<file path="src/rtl/fdstr_pkg.sv">
package fdstr_pkg;

	// register byte offsets on the AXI4-Lite bus
	localparam logic [7:0] OFS_CTRL = 8'h00;
	localparam logic [7:0] OFS_DENOM_LO = 8'h04;
	localparam logic [7:0] OFS_DENOM_HI = 8'h08;
	localparam logic [7:0] OFS_NUMER_LO = 8'h0c;
	localparam logic [7:0] OFS_NUMER_HI = 8'h10;
	localparam logic [7:0] OFS_SPUR_STAGE = 8'h14;
	localparam logic [7:0] OFS_SPUR_APPLIED = 8'h18;
	localparam logic [7:0] OFS_STATUS = 8'h1c;
	localparam logic [7:0] OFS_DENOM_EFF = 8'h20;
	localparam logic [7:0] OFS_NUMER_EFF = 8'h24;

	// field widths
	localparam int LO_W = 12;
	localparam int HI_W = 10;
	localparam int FULL_W = 22;
	localparam int WORD_W = 24;

	// control register fields
	localparam int CTRL_WIDTH_SEL_BIT = 0;

	// status register fields
	localparam int STAT_REJECT_BIT = 0;
	localparam int STAT_LOW_DENOM_BIT = 1;
	localparam int STAT_ZERO_NUMER_BIT = 2;
	localparam int STAT_LANES_LSB = 4;

	// spur-tuning word layout
	localparam int SPUR_ADDR_LSB = 0;
	localparam int SPUR_ADDR_MSB = 3;
	localparam int SPUR_PUMP_LSB = 5;
	localparam int SPUR_PUMP_MSB = 7;
	localparam int SPUR_BOOST_LSB = 10;
	localparam int SPUR_BOOST_MSB = 11;
	localparam int SPUR_DITHER_CONTROL_LSB = 18;
	localparam int SPUR_DITHER_CONTROL_MSB = 19;
	localparam logic [3:0] SPUR_ADDR_CODE = 4'hf;
	localparam logic [23:0] SPUR_FIELD_MASK = 24'h0c0cef;

	// field codes
	localparam logic [2:0] PUMP_MIN = 3'h2;
	localparam logic [2:0] PUMP_MAX = 3'h3;
	localparam logic [2:0] PUMP_NOM = 3'h7;
	localparam logic [1:0] BOOST_DOUBLE = 2'h2;
	localparam logic [1:0] BOOST_OFF = 2'h3;
	localparam logic [1:0] DITHER_CONTROL_ON = 2'h0;
	localparam logic [1:0] DITHER_CONTROL_OFF = 2'h3;

	// values after reset
	localparam logic [23:0] SPUR_RESET = 24'h0c0cef;
	localparam logic [11:0] LO_RESET = 12'h000;
	localparam logic [9:0] HI_RESET = 10'h000;
	localparam logic CTRL_WIDTH_RESET = 1'b0;

	// dithering advisory threshold on the denominator
	localparam logic [21:0] DITHER_CONTROL_MIN_DENOM = 22'h0003e8;

	// bus responses
	localparam logic [1:0] RESP_OKAY = 2'h0;
	localparam logic [1:0] RESP_SLVERR = 2'h2;

	// true when a complete spur word has legal address, zero bits and codes
	function automatic logic spur_word_ok(input logic [23:0] w);
		logic [2:0] pm;
		logic [1:0] bc;
		logic [1:0] dc;
		pm = w[SPUR_PUMP_MSB:SPUR_PUMP_LSB];
		bc = w[SPUR_BOOST_MSB:SPUR_BOOST_LSB];
		dc = w[SPUR_DITHER_CONTROL_MSB:SPUR_DITHER_CONTROL_LSB];
		spur_word_ok = (w[SPUR_ADDR_MSB:SPUR_ADDR_LSB] == SPUR_ADDR_CODE)
			&& ((w & ~SPUR_FIELD_MASK) == 24'h000000)
			&& (pm == PUMP_MIN || pm == PUMP_MAX || pm == PUMP_NOM)
			&& (bc == BOOST_DOUBLE || bc == BOOST_OFF)
			&& (dc == DITHER_CONTROL_ON || dc == DITHER_CONTROL_OFF);
	endfunction

	// joins upper and lower parts according to the width select
	function automatic logic [21:0] join_value(input logic sel, input logic [9:0] hi,
		input logic [11:0] lo);
		join_value = sel ? {hi, lo} : {10'h000, lo};
	endfunction

endpackage

</file>
<file path="src/rtl/fdstr_word_latch.sv">
`timescale 1ns/1ps
module fdstr_word_latch
(
	// clock and reset
	input wire logic clk,
	input wire logic rst_n,
	// staging write from the bus
	input wire logic wr_en,
	input wire logic [23:0] wr_data,
	input wire logic [2:0] wr_lanes,
	// applied settings, staging lane mask and reject pulse
	output logic [23:0] applied_word,
	output logic [2:0] pump_mode,
	output logic boost_double,
	output logic dither_en,
	output logic [2:0] lanes_seen,
	output logic reject_pulse
);

	logic [23:0] stage_ff;
	logic [2:0] lanes_ff;
	logic [23:0] applied_ff;
	logic reject_ff;
	logic [23:0] nxt_stage;
	logic [2:0] nxt_lanes;

	// merge the written byte lanes into the staged word
	always_comb
	begin
		nxt_stage = stage_ff;
		for (int i = 0; i < 3; i++)
			if (wr_lanes[i])
				nxt_stage[i*8 +: 8] = wr_data[i*8 +: 8];
		nxt_lanes = lanes_ff | wr_lanes;
	end

	// staging holds partial words; lane mask resets once the word is complete
	always_ff @(posedge clk or negedge rst_n)
	begin
		if (!rst_n)
		begin
			stage_ff <= 24'h000000;
			lanes_ff <= 3'h0;
		end
		else if (wr_en)
		begin
			stage_ff <= nxt_stage;
			lanes_ff <= (nxt_lanes == 3'h7) ? 3'h0 : nxt_lanes;
		end
	end

	// only a complete, legal word replaces the operating settings
	always_ff @(posedge clk or negedge rst_n)
	begin
		if (!rst_n)
			applied_ff <= fdstr_pkg::SPUR_RESET;
		else if (wr_en && nxt_lanes == 3'h7 && fdstr_pkg::spur_word_ok(nxt_stage))
			applied_ff <= nxt_stage;
	end

	// one-cycle pulse when a complete word is refused
	always_ff @(posedge clk or negedge rst_n)
	begin
		if (!rst_n)
			reject_ff <= 1'b0;
		else
			reject_ff <= wr_en && nxt_lanes == 3'h7 && !fdstr_pkg::spur_word_ok(nxt_stage);
	end

	// decoded field views of the applied word
	assign applied_word = applied_ff;
	assign pump_mode = applied_ff[fdstr_pkg::SPUR_PUMP_MSB:fdstr_pkg::SPUR_PUMP_LSB];
	assign boost_double = applied_ff[fdstr_pkg::SPUR_BOOST_MSB:fdstr_pkg::SPUR_BOOST_LSB]
		== fdstr_pkg::BOOST_DOUBLE;
	assign dither_en = applied_ff[fdstr_pkg::SPUR_DITHER_CONTROL_MSB:fdstr_pkg::SPUR_DITHER_CONTROL_LSB]
		== fdstr_pkg::DITHER_CONTROL_ON;
	assign lanes_seen = lanes_ff;
	assign reject_pulse = reject_ff;

endmodule

</file>
<file path="src/rtl/fdstr_top.sv">
`timescale 1ns/1ps
// How it works
// - width select 0 uses only the lower 12 denominator bits, upper ignored.
// - width select 1 joins upper 10 bits above lower 12 into 22 bits.
// - spur word has address ones in 3:0, fields placed, all other bits zero.
// - pump mode codes 2, 3, 7 legal; pump current itself never changes.
// - boost code 2 doubles fast-lock current, 3 disables; 0 and 1 illegal.
// - dither code 0 enables, 3 disables; codes 1 and 2 reserved.
// - width select also switches numerator between 12 and 22 bits.
module fdstr_top
#(
	parameter int ADDR_W = 8
)
(
	// clock and reset
	input wire logic SYS_CLK,
	input wire logic RST_N,
	// axi4-lite write address
	input wire logic [ADDR_W-1:0] AWADDR,
	input wire logic [2:0] AWPROT,
	input wire logic AWVALID,
	output logic AWREADY,
	// axi4-lite write data
	input wire logic [31:0] WDATA,
	input wire logic [3:0] WSTRB,
	input wire logic WVALID,
	output logic WREADY,
	// axi4-lite write response
	output logic [1:0] BRESP,
	output logic BVALID,
	input wire logic BREADY,
	// axi4-lite read address
	input wire logic [ADDR_W-1:0] ARADDR,
	input wire logic [2:0] ARPROT,
	input wire logic ARVALID,
	output logic ARREADY,
	// axi4-lite read data
	output logic [31:0] RDATA,
	output logic [1:0] RRESP,
	output logic RVALID,
	input wire logic RREADY,
	// operating settings
	output logic DENOM_22BIT,
	output logic [21:0] DENOM_VALUE,
	output logic [21:0] NUMER_VALUE,
	output logic [2:0] PUMP_USER_MODE,
	output logic BOOST_DOUBLE,
	output logic DITHER_EN
);

	logic awready_ff;
	logic wready_ff;
	logic aw_held_ff;
	logic w_held_ff;
	logic [7:0] waddr_ff;
	logic [31:0] wdata_ff;
	logic [3:0] wstrb_ff;
	logic bvalid_ff;
	logic [1:0] bresp_ff;
	logic arready_ff;
	logic rvalid_ff;
	logic [31:0] rdata_ff;
	logic [1:0] rresp_ff;
	logic denom_width_select_ff;
	logic [11:0] denom_lower_bits_ff;
	logic [9:0] denom_upper_bits_ff;
	logic [11:0] numer_lower_bits_ff;
	logic [9:0] numer_upper_bits_ff;
	logic reject_sticky_ff;
	logic [21:0] denom_out_ff;
	logic [21:0] numer_out_ff;
	logic width_out_ff;
	logic [2:0] pump_out_ff;
	logic boost_out_ff;
	logic dither_out_ff;
	logic wr_go;
	logic [7:0] rd_addr;
	logic [31:0] nxt_rdata;
	logic nxt_rd_hit;
	logic wr_hit;
	logic spur_wr;
	logic [23:0] applied_word;
	logic [2:0] pump_mode;
	logic boost_double;
	logic dither_en;
	logic [2:0] lanes_seen;
	logic reject_pulse;
	logic [21:0] denom_join;
	logic [21:0] numer_join;
	logic low_denom_warn;
	logic zero_numer_warn;

	// a write is carried out once address and data are both held
	assign wr_go = aw_held_ff && w_held_ff && !bvalid_ff;
	assign spur_wr = wr_go && waddr_ff[7:2] == fdstr_pkg::OFS_SPUR_STAGE[7:2];
	assign rd_addr = 8'(ARADDR);

	// write-side decode: which offsets accept a write
	always_comb
	begin
		case ({waddr_ff[7:2], 2'b00})
			fdstr_pkg::OFS_CTRL,
			fdstr_pkg::OFS_DENOM_LO,
			fdstr_pkg::OFS_DENOM_HI,
			fdstr_pkg::OFS_NUMER_LO,
			fdstr_pkg::OFS_NUMER_HI,
			fdstr_pkg::OFS_SPUR_STAGE,
			fdstr_pkg::OFS_STATUS: wr_hit = 1'b1;
			default: wr_hit = 1'b0;
		endcase
	end

	// write address channel: accept one, hold until the response is taken
	always_ff @(posedge SYS_CLK or negedge RST_N)
	begin
		if (!RST_N)
		begin
			awready_ff <= 1'b1;
			aw_held_ff <= 1'b0;
			waddr_ff <= 8'h00;
		end
		else if (AWVALID && awready_ff)
		begin
			awready_ff <= 1'b0;
			aw_held_ff <= 1'b1;
			waddr_ff <= 8'(AWADDR);
		end
		else if (bvalid_ff && BREADY)
		begin
			awready_ff <= 1'b1;
			aw_held_ff <= 1'b0;
		end
	end

	// write data channel: same discipline as the address
	always_ff @(posedge SYS_CLK or negedge RST_N)
	begin
		if (!RST_N)
		begin
			wready_ff <= 1'b1;
			w_held_ff <= 1'b0;
			wdata_ff <= 32'h00000000;
			wstrb_ff <= 4'h0;
		end
		else if (WVALID && wready_ff)
		begin
			wready_ff <= 1'b0;
			w_held_ff <= 1'b1;
			wdata_ff <= WDATA;
			wstrb_ff <= WSTRB;
		end
		else if (bvalid_ff && BREADY)
		begin
			wready_ff <= 1'b1;
			w_held_ff <= 1'b0;
		end
	end

	// write response, error for an unmapped or read-only offset
	always_ff @(posedge SYS_CLK or negedge RST_N)
	begin
		if (!RST_N)
		begin
			bvalid_ff <= 1'b0;
			bresp_ff <= fdstr_pkg::RESP_OKAY;
		end
		else if (wr_go)
		begin
			bvalid_ff <= 1'b1;
			bresp_ff <= wr_hit ? fdstr_pkg::RESP_OKAY : fdstr_pkg::RESP_SLVERR;
		end
		else if (bvalid_ff && BREADY)
			bvalid_ff <= 1'b0;
	end

	// width select bit
	always_ff @(posedge SYS_CLK or negedge RST_N)
	begin
		if (!RST_N)
			denom_width_select_ff <= fdstr_pkg::CTRL_WIDTH_RESET;
		else if (wr_go && waddr_ff[7:2] == fdstr_pkg::OFS_CTRL[7:2] && wstrb_ff[0])
			denom_width_select_ff <= wdata_ff[fdstr_pkg::CTRL_WIDTH_SEL_BIT];
	end

	// denominator parts, upper part stored even while it is ignored
	always_ff @(posedge SYS_CLK or negedge RST_N)
	begin
		if (!RST_N)
		begin
			denom_lower_bits_ff <= fdstr_pkg::LO_RESET;
			denom_upper_bits_ff <= fdstr_pkg::HI_RESET;
		end
		else if (wr_go)
		begin
			if (waddr_ff[7:2] == fdstr_pkg::OFS_DENOM_LO[7:2])
				denom_lower_bits_ff <= merge12(denom_lower_bits_ff, wdata_ff, wstrb_ff);
			if (waddr_ff[7:2] == fdstr_pkg::OFS_DENOM_HI[7:2])
				denom_upper_bits_ff <= merge10(denom_upper_bits_ff, wdata_ff, wstrb_ff);
		end
	end

	// numerator parts, handled like the denominator
	always_ff @(posedge SYS_CLK or negedge RST_N)
	begin
		if (!RST_N)
		begin
			numer_lower_bits_ff <= fdstr_pkg::LO_RESET;
			numer_upper_bits_ff <= fdstr_pkg::HI_RESET;
		end
		else if (wr_go)
		begin
			if (waddr_ff[7:2] == fdstr_pkg::OFS_NUMER_LO[7:2])
				numer_lower_bits_ff <= merge12(numer_lower_bits_ff, wdata_ff, wstrb_ff);
			if (waddr_ff[7:2] == fdstr_pkg::OFS_NUMER_HI[7:2])
				numer_upper_bits_ff <= merge10(numer_upper_bits_ff, wdata_ff, wstrb_ff);
		end
	end

	// byte-lane merge into a 12-bit field
	function automatic logic [11:0] merge12(input logic [11:0] old, input logic [31:0] d,
		input logic [3:0] s);
		merge12 = {s[1] ? d[11:8] : old[11:8], s[0] ? d[7:0] : old[7:0]};
	endfunction

	// byte-lane merge into a 10-bit field
	function automatic logic [9:0] merge10(input logic [9:0] old, input logic [31:0] d,
		input logic [3:0] s);
		merge10 = {s[1] ? d[9:8] : old[9:8], s[0] ? d[7:0] : old[7:0]};
	endfunction

	// spur word staging and apply
	fdstr_word_latch u_word_latch
	(
		.clk(SYS_CLK),
		.rst_n(RST_N),
		.wr_en(spur_wr),
		.wr_data(wdata_ff[23:0]),
		.wr_lanes(wstrb_ff[2:0]),
		.applied_word(applied_word),
		.pump_mode(pump_mode),
		.boost_double(boost_double),
		.dither_en(dither_en),
		.lanes_seen(lanes_seen),
		.reject_pulse(reject_pulse)
	);

	// effective values: upper part ignored in 12-bit form
	assign denom_join = fdstr_pkg::join_value(denom_width_select_ff, denom_upper_bits_ff,
		denom_lower_bits_ff);
	assign numer_join = fdstr_pkg::join_value(denom_width_select_ff, numer_upper_bits_ff,
		numer_lower_bits_ff);

	// advisory flags for host-side dithering guidance
	assign low_denom_warn = dither_en && denom_join < fdstr_pkg::DITHER_CONTROL_MIN_DENOM;
	assign zero_numer_warn = dither_en && numer_join == 22'h000000;

	// sticky reject flag, write one to clear; a new reject wins
	always_ff @(posedge SYS_CLK or negedge RST_N)
	begin
		if (!RST_N)
			reject_sticky_ff <= 1'b0;
		else if (reject_pulse)
			reject_sticky_ff <= 1'b1;
		else if (wr_go && waddr_ff[7:2] == fdstr_pkg::OFS_STATUS[7:2] && wstrb_ff[0]
			&& wdata_ff[fdstr_pkg::STAT_REJECT_BIT])
			reject_sticky_ff <= 1'b0;
	end

	// read decode
	always_comb
	begin
		nxt_rdata = 32'h00000000;
		nxt_rd_hit = 1'b1;
		case ({rd_addr[7:2], 2'b00})
			fdstr_pkg::OFS_CTRL: nxt_rdata[0] = denom_width_select_ff;
			fdstr_pkg::OFS_DENOM_LO: nxt_rdata[11:0] = denom_lower_bits_ff;
			fdstr_pkg::OFS_DENOM_HI: nxt_rdata[9:0] = denom_upper_bits_ff;
			fdstr_pkg::OFS_NUMER_LO: nxt_rdata[11:0] = numer_lower_bits_ff;
			fdstr_pkg::OFS_NUMER_HI: nxt_rdata[9:0] = numer_upper_bits_ff;
			fdstr_pkg::OFS_SPUR_STAGE: nxt_rdata = 32'h00000000; // write-only
			fdstr_pkg::OFS_SPUR_APPLIED: nxt_rdata[23:0] = applied_word;
			fdstr_pkg::OFS_STATUS:
			begin
				nxt_rdata[fdstr_pkg::STAT_REJECT_BIT] = reject_sticky_ff;
				nxt_rdata[fdstr_pkg::STAT_LOW_DENOM_BIT] = low_denom_warn;
				nxt_rdata[fdstr_pkg::STAT_ZERO_NUMER_BIT] = zero_numer_warn;
				nxt_rdata[fdstr_pkg::STAT_LANES_LSB +: 3] = lanes_seen;
			end
			fdstr_pkg::OFS_DENOM_EFF: nxt_rdata[21:0] = denom_join;
			fdstr_pkg::OFS_NUMER_EFF: nxt_rdata[21:0] = numer_join;
			default: nxt_rd_hit = 1'b0;
		endcase
	end

	// read channel: one outstanding read, data one cycle after the address
	always_ff @(posedge SYS_CLK or negedge RST_N)
	begin
		if (!RST_N)
		begin
			arready_ff <= 1'b1;
			rvalid_ff <= 1'b0;
			rdata_ff <= 32'h00000000;
			rresp_ff <= fdstr_pkg::RESP_OKAY;
		end
		else if (ARVALID && arready_ff)
		begin
			arready_ff <= 1'b0;
			rvalid_ff <= 1'b1;
			rdata_ff <= nxt_rdata;
			rresp_ff <= nxt_rd_hit ? fdstr_pkg::RESP_OKAY : fdstr_pkg::RESP_SLVERR;
		end
		else if (rvalid_ff && RREADY)
		begin
			arready_ff <= 1'b1;
			rvalid_ff <= 1'b0;
		end
	end

	// registered operating outputs
	always_ff @(posedge SYS_CLK or negedge RST_N)
	begin
		if (!RST_N)
		begin
			width_out_ff <= fdstr_pkg::CTRL_WIDTH_RESET;
			denom_out_ff <= 22'h000000;
			numer_out_ff <= 22'h000000;
			pump_out_ff <= fdstr_pkg::PUMP_NOM;
			boost_out_ff <= 1'b0;
			dither_out_ff <= 1'b0;
		end
		else
		begin
			width_out_ff <= denom_width_select_ff;
			denom_out_ff <= denom_join;
			numer_out_ff <= numer_join;
			pump_out_ff <= pump_mode;
			boost_out_ff <= boost_double;
			dither_out_ff <= dither_en;
		end
	end

	// port hookup
	assign AWREADY = awready_ff;
	assign WREADY = wready_ff;
	assign BVALID = bvalid_ff;
	assign BRESP = bresp_ff;
	assign ARREADY = arready_ff;
	assign RVALID = rvalid_ff;
	assign RDATA = rdata_ff;
	assign RRESP = rresp_ff;
	assign DENOM_22BIT = width_out_ff;
	assign DENOM_VALUE = denom_out_ff;
	assign NUMER_VALUE = numer_out_ff;
	assign PUMP_USER_MODE = pump_out_ff;
	assign BOOST_DOUBLE = boost_out_ff;
	assign DITHER_EN = dither_out_ff;

endmodule

</file>
<file path="config.mk">
export PLATFORM = sky130hd
export DESIGN_NAME = fdstr_top
export DESIGN_NICKNAME = d
export VERILOG_FILES = /design/src/rtl/fdstr_pkg.sv /design/src/rtl/fdstr_word_latch.sv /design/src/rtl/fdstr_top.sv
export SDC_FILE = /design/constraint.sdc
export NUM_CORES = 1
export LEC_CHECK = 0
export ABC_AREA = 1
export BUFFER_PORTS_ARGS = -buffer_cell sky130_fd_sc_hd__buf_2
export CAP_MARGIN = 10
export CORE_ASPECT_RATIO = 1.75
export CORE_UTILIZATION = 55
export CTS_CLUSTER_SIZE = 16
export DETAILED_ROUTE_END_ITERATION = 10
export HOLD_SLACK_MARGIN = 0.03
export PLACE_DENSITY = 0.79
export SYNTH_ARGS = -nofsm -noshare
export SYNTH_HDL_FRONTEND = slang
export SYNTH_SLANG_ARGS = --single-unit
export TNS_END_PERCENT = 5
</file>
<file path="constraint.sdc">
create_clock -name SYS_CLK -period 3.6 [get_ports SYS_CLK]
set_input_delay 0.36 -clock SYS_CLK [delete_from_list [all_inputs] [get_ports SYS_CLK]]
set_output_delay 0.36 -clock SYS_CLK [all_outputs]
set_load 0.01 [all_outputs]
</file>
## Word level (Yosys, flattened, before mapping)

Cells that the tools add are included.

- Register bits: 218
- Bits of input ports: 65
- Output and inout port bits: 91
- Word-level logic and storage cells: 139

- Magnitude comparators: 1
- Eq/ne operators: 24
- Muxes and demuxes: 31
- Bitwise gates (word level): 1
- Reduce and logical (&&, ||, !) cells: 49

Operator list:

| kind | count |
|---|---|
| 22-bit two-way mux | 2 |
| 6-bit by 3-bit == test with 1-bit output (second input constant) | 7 |
| 10-bit one-hot mux with 3 select lines | 1 |
| 6-bit by 2-bit == test with 1-bit output (second input constant) | 4 |
| 24-bit logical NOT | 1 |
| 8-bit two-way mux | 3 |
| 3-bit one-hot mux with 8 select lines | 1 |
| 3-bit AND reduction | 8 |
| 1-bit logical AND | 22 |
| 22-bit logical NOT | 1 |
| 22-bit by 10-bit < comparator with 1-bit output (second input constant) | 1 |
| 3-bit one-hot mux with 7 select lines | 1 |
| 2-bit one-hot mux with 8 select lines | 1 |
| 1-bit two-way mux | 15 |
| 6-bit by 1-bit == test with 1-bit output (second input constant) | 2 |
| 6-bit by 4-bit == test with 1-bit output (second input constant) | 2 |
| 6-bit logical NOT | 2 |
| 2-bit one-hot mux with 5 select lines | 1 |
| 2-bit nonzero test | 5 |
| 10-bit OR reduction | 1 |
| 1-bit one-hot mux with 9 select lines | 1 |
| 2-bit == test (second input constant) | 4 |
| 1-bit one-hot mux with 7 select lines | 1 |
| 7-bit OR reduction | 1 |
| 9 further kinds | 18 |

## Longest topological paths before layout

- Word-level depth: 9
- Mapped depth: 12
- Depth with buffers taken out: 11

## Hierarchy

From an unflattened synthesis, not the netlist that was laid out.

- Cell total of the unflattened synthesis: 1013
- Area, all modules: 9118.7 um^2

By module, submodules not included:

| module | instances | cells each | area each (um^2) | seq. area each (um^2) |
|---|---|---|---|---|
| fdstr_top | 1 | 707 | 6706.4 | 4061.4 |
| fdstr_word_latch | 1 | 306 | 2412.3 | 1315.0 |

## Worst setup path after synthesis

Ideal clock, no wire load.

- Path kind: register to register
- Start: reg bvalid_ff, in the netlist BVALID
- End: reg denom_upper_bits_ff[3]
- Setup time: 125 ps
- Data arrival time: 1512 ps
- Data required time: 3475 ps
- Path slack: 1964 ps
- Cell stages (with the launch flop): 6
- Buffers on the path: 1
- Clock period less this slack: 1636 ps
- Cell sequence: dfrtp_1 nor2_2 nand2_2 nor2_1 buf_2 mux2_2

- Word-level cells in the longest chain between the ends: 3

Ends and longest elaborated chain:

| what | line | RTL |
|---|---|---|
| start: declaration | fdstr_top.sv:58 | `logic bvalid_ff;` |
| start signal: assignment | fdstr_top.sv:164 | `bvalid_ff <= 1'b0;` |
| start signal: assignment | fdstr_top.sv:169 | `bvalid_ff <= 1'b1;` |
| start signal: assignment | fdstr_top.sv:173 | `bvalid_ff <= 1'b0;` |
| 1-bit logical NOT | fdstr_top.sv:94 | `assign wr_go = aw_held_ff && w_held_ff && !bvalid_ff;` |
| 1-bit logical AND | fdstr_top.sv:94 |  |
| 3-bit AND reduction (no source line) | - |  |
| end signal: assignment | fdstr_top.sv:191 | `denom_upper_bits_ff <= fdstr_pkg::HI_RESET;` |
| end signal: assignment | fdstr_top.sv:198 | `denom_upper_bits_ff <= merge10(denom_upper_bits_ff, wdata_ff, wstrb_ff);` |
| end: declaration | fdstr_top.sv:66 | `logic [9:0] denom_upper_bits_ff;` |

No other way between the ends.
A chain may end at the register's enable or synchronous reset.

## Worst setup path after layout

- Start: reg bvalid_ff, in the netlist BVALID
- End: reg u_word_latch.applied_ff[15], in the netlist u_word_latch.applied_word[15]

- Word-level cells in the longest chain between the ends: 5

Ends and longest elaborated chain:

| what | line | RTL |
|---|---|---|
| 1-bit logical NOT | fdstr_top.sv:94 |  |
| 1-bit logical AND | fdstr_top.sv:94 |  |
| 1-bit logical AND | fdstr_top.sv:95 | `assign spur_wr = wr_go && waddr_ff[7:2] == fdstr_pkg::OFS_SPUR_STAGE[7:2];` |
| 1-bit logical AND (2 in series) | fdstr_word_latch.sv:57 | `else if (wr_en && nxt_lanes == 3'h7 && fdstr_pkg::spur_word_ok(nxt_stage))` |
| end signal: assignment | fdstr_word_latch.sv:56 | `applied_ff <= fdstr_pkg::SPUR_RESET;` |
| end signal: assignment | fdstr_word_latch.sv:58 | `applied_ff <= nxt_stage;` |
| end: declaration | fdstr_word_latch.sv:22 | `logic [23:0] applied_ff;` |

No other way between the ends.

==> summary by stage <==
Floorplan
The horizontal die dimension is between 90 and 100 µm. The initial core utilization is 56.3%. The floorplan step defined a die boundary enclosing 16800 µm². The floorplan has 61 rows. The die boundary height is 171 µm. The core region is 15900 µm². For this design the top-level I/O count stands at approximately 160.

Clock tree
TritonCTS built the clock tree. After clock tree synthesis, the clock-pin slew on the worst setup and hold paths is 0.07 ns. The library cell used as clock root buffer is sky130_fd_sc_hd__clkbuf_16. Clock tree synthesis inserted a total of 19 buffers. The post-cts repair resize count is 0.

The clock network latency to the later pin of the worst-skew pair is between 0.4 and 0.5 ns. The count of H-tree levels built during CTS is 1. The clock passes through at most 3 buffers. The number of sinks on the clock net is 214.

STA
The final count of pins violating max slew was 0. The clock arrives with 0.0120 ns of skew. At the pin with the least slew margin, the transition time is 0.862 ns.

Counting I/O delays and the setup requirement, the final critical path takes ~2.5 ns. The count of final hold-check violations was 0. After routing, the total negative slack on setup checks comes to 0 ns. The final critical path takes up a little over two thirds of the cycle. Timing would allow up to between 0.4 and 0.5 GHz.

Setup violations remaining at the end of the flow were counted as 0. The headroom to the max-slew limit is 42.6%. Setup repair after global routing left no endpoint under its margin.

Critical path
The largest driver fanout on the critical path is 36. For the worst setup path, the data required time is 3.97 ns. Measured in cells, the most critical reg-to-reg path has a length of 6. The critical path is of the reg -> reg type. STA classifies the critical path endpoint as a flip-flop. The start of the worst register-to-register path is BVALID$_DFFE_PN0P_.

The launch point of the worst path is BVALID$_DFFE_PN0P_. The slack of the worst reg-to-reg path is 1.10 ns. The endpoint arrival time on the critical path is 2.87 ns. The kind of start point of the critical path is a flip-flop.

Routing
The wire length reported by the detailed router is between 20 and 25 mm. The pre-antenna-repair detailed-routing pass consisted of 8 iterations. The detail route stage leaves a number of antenna-violating nets equal to 0. The routed layout has 6970 vias.

In the final routed layout, each cell accounts on average for 16.1 µm. The mean number of vias per cell is 5.26. For this block, the initial DRC count from the detailed router was 404.

The final routed DRC violation total is 12.

Pwr
Overall power consumption after layout is estimated at about 7.4 mW. The maximum VDD drop is 0.724 mV. The power density normalized to cell area is 712 nW/µm². For this design the static power due to leakage is ~5.6 nW.

Place
Detailed placement finished with a half-perimeter wire length of 15.4 mm. The congestion estimate from routability-driven global placement came to 0.900. The count of input and output buffers is between 100 and 150.

Logic synthesis
The count of cell types in the netlist is 35. After synthesis, the mean cell area works out to 8.95 µm². Synthesis handed over a netlist of about 1000 instances.

After synthesis, flip-flops and latches occupy around three fifths of the total area. The count of state elements after synthesis is 214. The cell area that synthesis handed to floorplanning was between 8000 and 9000 µm². The number of warnings issued by yosys is 0.

Min path
Along the worst hold path, the cell count comes to 2. The startpoint of the lowest-slack hold path is RREADY. The worst hold path belongs to the class in -> reg.

Finish
Leaving out fill and tap cells, the most frequent cell in the layout is sky130_fd_sc_hd__nand2_1. The area of the multi-input gates is 2890 µm². Counting the fill cells in the layout gives 1334.

The number of diodes added for antenna fixing is 0. Leaving out fill and tap cells, the most frequent cells in the layout are sky130_fd_sc_hd__nand2_1, sky130_fd_sc_hd__dfrtp_1, sky130_fd_sc_hd__buf_2. The sequential cells in the finished layout cover a total of around 5400 µm². The area added between synthesis and finish is 15.6%. In the final layout, the share of cells above drive strength 1 is 19.3%. The net total in the final layout is ~1200.

Global route
The via count of the first global-routing pass is 6920. Entering global routing, the biggest net connects 106 pins. Global routing finished with a remaining overflow of 0. The initial antenna violation count was 0.

The wire length of the first global-routing pass is 34.6 mm. The total global-route track usage is around a quarter.

Outcome
The final reports fail on design-rule violations. The run finished, with violations left.

Job
The number of maximum-capacitance constraint violations is 0.
## cells in the mapped netlist, drive strengths merged
library cell  count  area [µm²]
a21boi            1        7.51
conb              1        3.75
a311oi            1        8.76
o21ai            95         475
dfrtp           197        4930
dfstp            17         447
inv             126         473
a31oi             4        25.0
nand3            20         118
nor2             97         394
nand4            16         100
clkbuf           14        52.6
and3              1        6.26
buf              25         184
o211ai            2        15.0
o2bb2ai           2        17.5
a21oi            46         230
clkinv            1        3.75
nor3              3        26.3
o221ai            3        26.3
o31ai             3        22.5
or2               3        18.8
mux2             20         225
nand2           301        1130
## report_power, final
part / internal (mW) / switching [mW]
logic: 0.625 / 1.07
clock network: 1.22 / 0.854
registers: 3.03 / 0.569
## worst paths after layout
path / endpoint
worst max register to register: u_word_latch.applied_word[15]$_DFFE_PN0P_
worst max-delay path: u_word_latch.applied_word[15]$_DFFE_PN0P_
max in group asynchronous: u_word_latch.applied_word[2]$_DFFE_PN1P_
worst min register to register: PUMP_USER_MODE[1]$_DFF_PN1_
worst min-delay path: RVALID$_DFFE_PN0P_
min in group asynchronous: DENOM_VALUE[9]$_DFF_PN0_
## cells by family after synthesis
group / after synthesis / share of synthesized area, %
AO/OA/AOI/OAI: 157 / 9.26
multiplexers: 20 / 2.52
buffers and inverters: 166 / 7.97
flip-flops: 214 / 60.1
AND/OR/NAND/NOR: 441 / 20.1
other: 1 / 0.0419
## through the flow
| stage | area (µm²) | setup WS (ns) | hold slack [ns] | util, % | instances |
|---|---|---|---|---|---|
| after global routing | 10300 | 0.897 | 0.0990 | 65.1 | 1324 |
| after detailed placement | 9690 | 1.14 | 0.359 | 61.0 | 1290 |
| after global placement | 9690 | 1.22 | 0.359 | 61.0 | 1290 |
| after CTS | 10300 | 1.12 | 0.0834 | 65.1 | 1324 |
| final | 10300 | 1.10 | 0.0965 | 65.1 | 1324 |
| after floorplan | 8980 | 1.96 | 0.0644 | - | 1008 |
## sequential cells by signal, indices dropped and copies added, names as in the netlist, 3 cells and up
name	count
DENOM_VALUE	22
NUMER_VALUE	22
PUMP_USER_MODE	3
RDATA	24
denom_lower_bits_ff	12
denom_upper_bits_ff	10
numer_lower_bits_ff	12
numer_upper_bits_ff	10
u_word_latch.applied_word	24
u_word_latch.lanes_seen	3
u_word_latch.stage_ff	24
waddr_ff	6
wdata_ff	24
wstrb_ff	3
## critical path: stages, from the launching register on
cell and delay [ns]:
sky130_fd_sc_hd__dfrtp_1 0.41, sky130_fd_sc_hd__nor2_2 0.27, sky130_fd_sc_hd__nand3_2 0.56, sky130_fd_sc_hd__nor3_4 0.56, sky130_fd_sc_hd__nand3_4 0.35, sky130_fd_sc_hd__nand2_1 0.17, sky130_fd_sc_hd__inv_1 0.05
## area by class of cell
cell class	count	share of cell area, %
Inverter	127	4.61
Sequential cell	214	52.0
Timing Repair Buffer	133	6.96
Tap cell	189	2.29
Clock buffer	27	5.37
Multi-Input combinational cell	628	28.0
Clock inverter	6	0.799
## repair_timing
| action | CTS | global route |
|---|---|---|
| hold endpoints to repair | 11 | 0 |
| hold buffers | 1 | 0 |
| setup buffers | 0 | 0 |
| setup endpoints to repair | 0 | 0 |
## per-layer routing
layer  GRT usage (%)  part of all wire [%]  vias to the layer above
li1                -                     -                     3368
met1            30.7                    37                     3280
met2            48.3                    52                      255
met3            2.98                   5.3                       67
met4            14.6                   5.5                        0
met5               0                     0                        -
(Power assumes the default switching activity.)
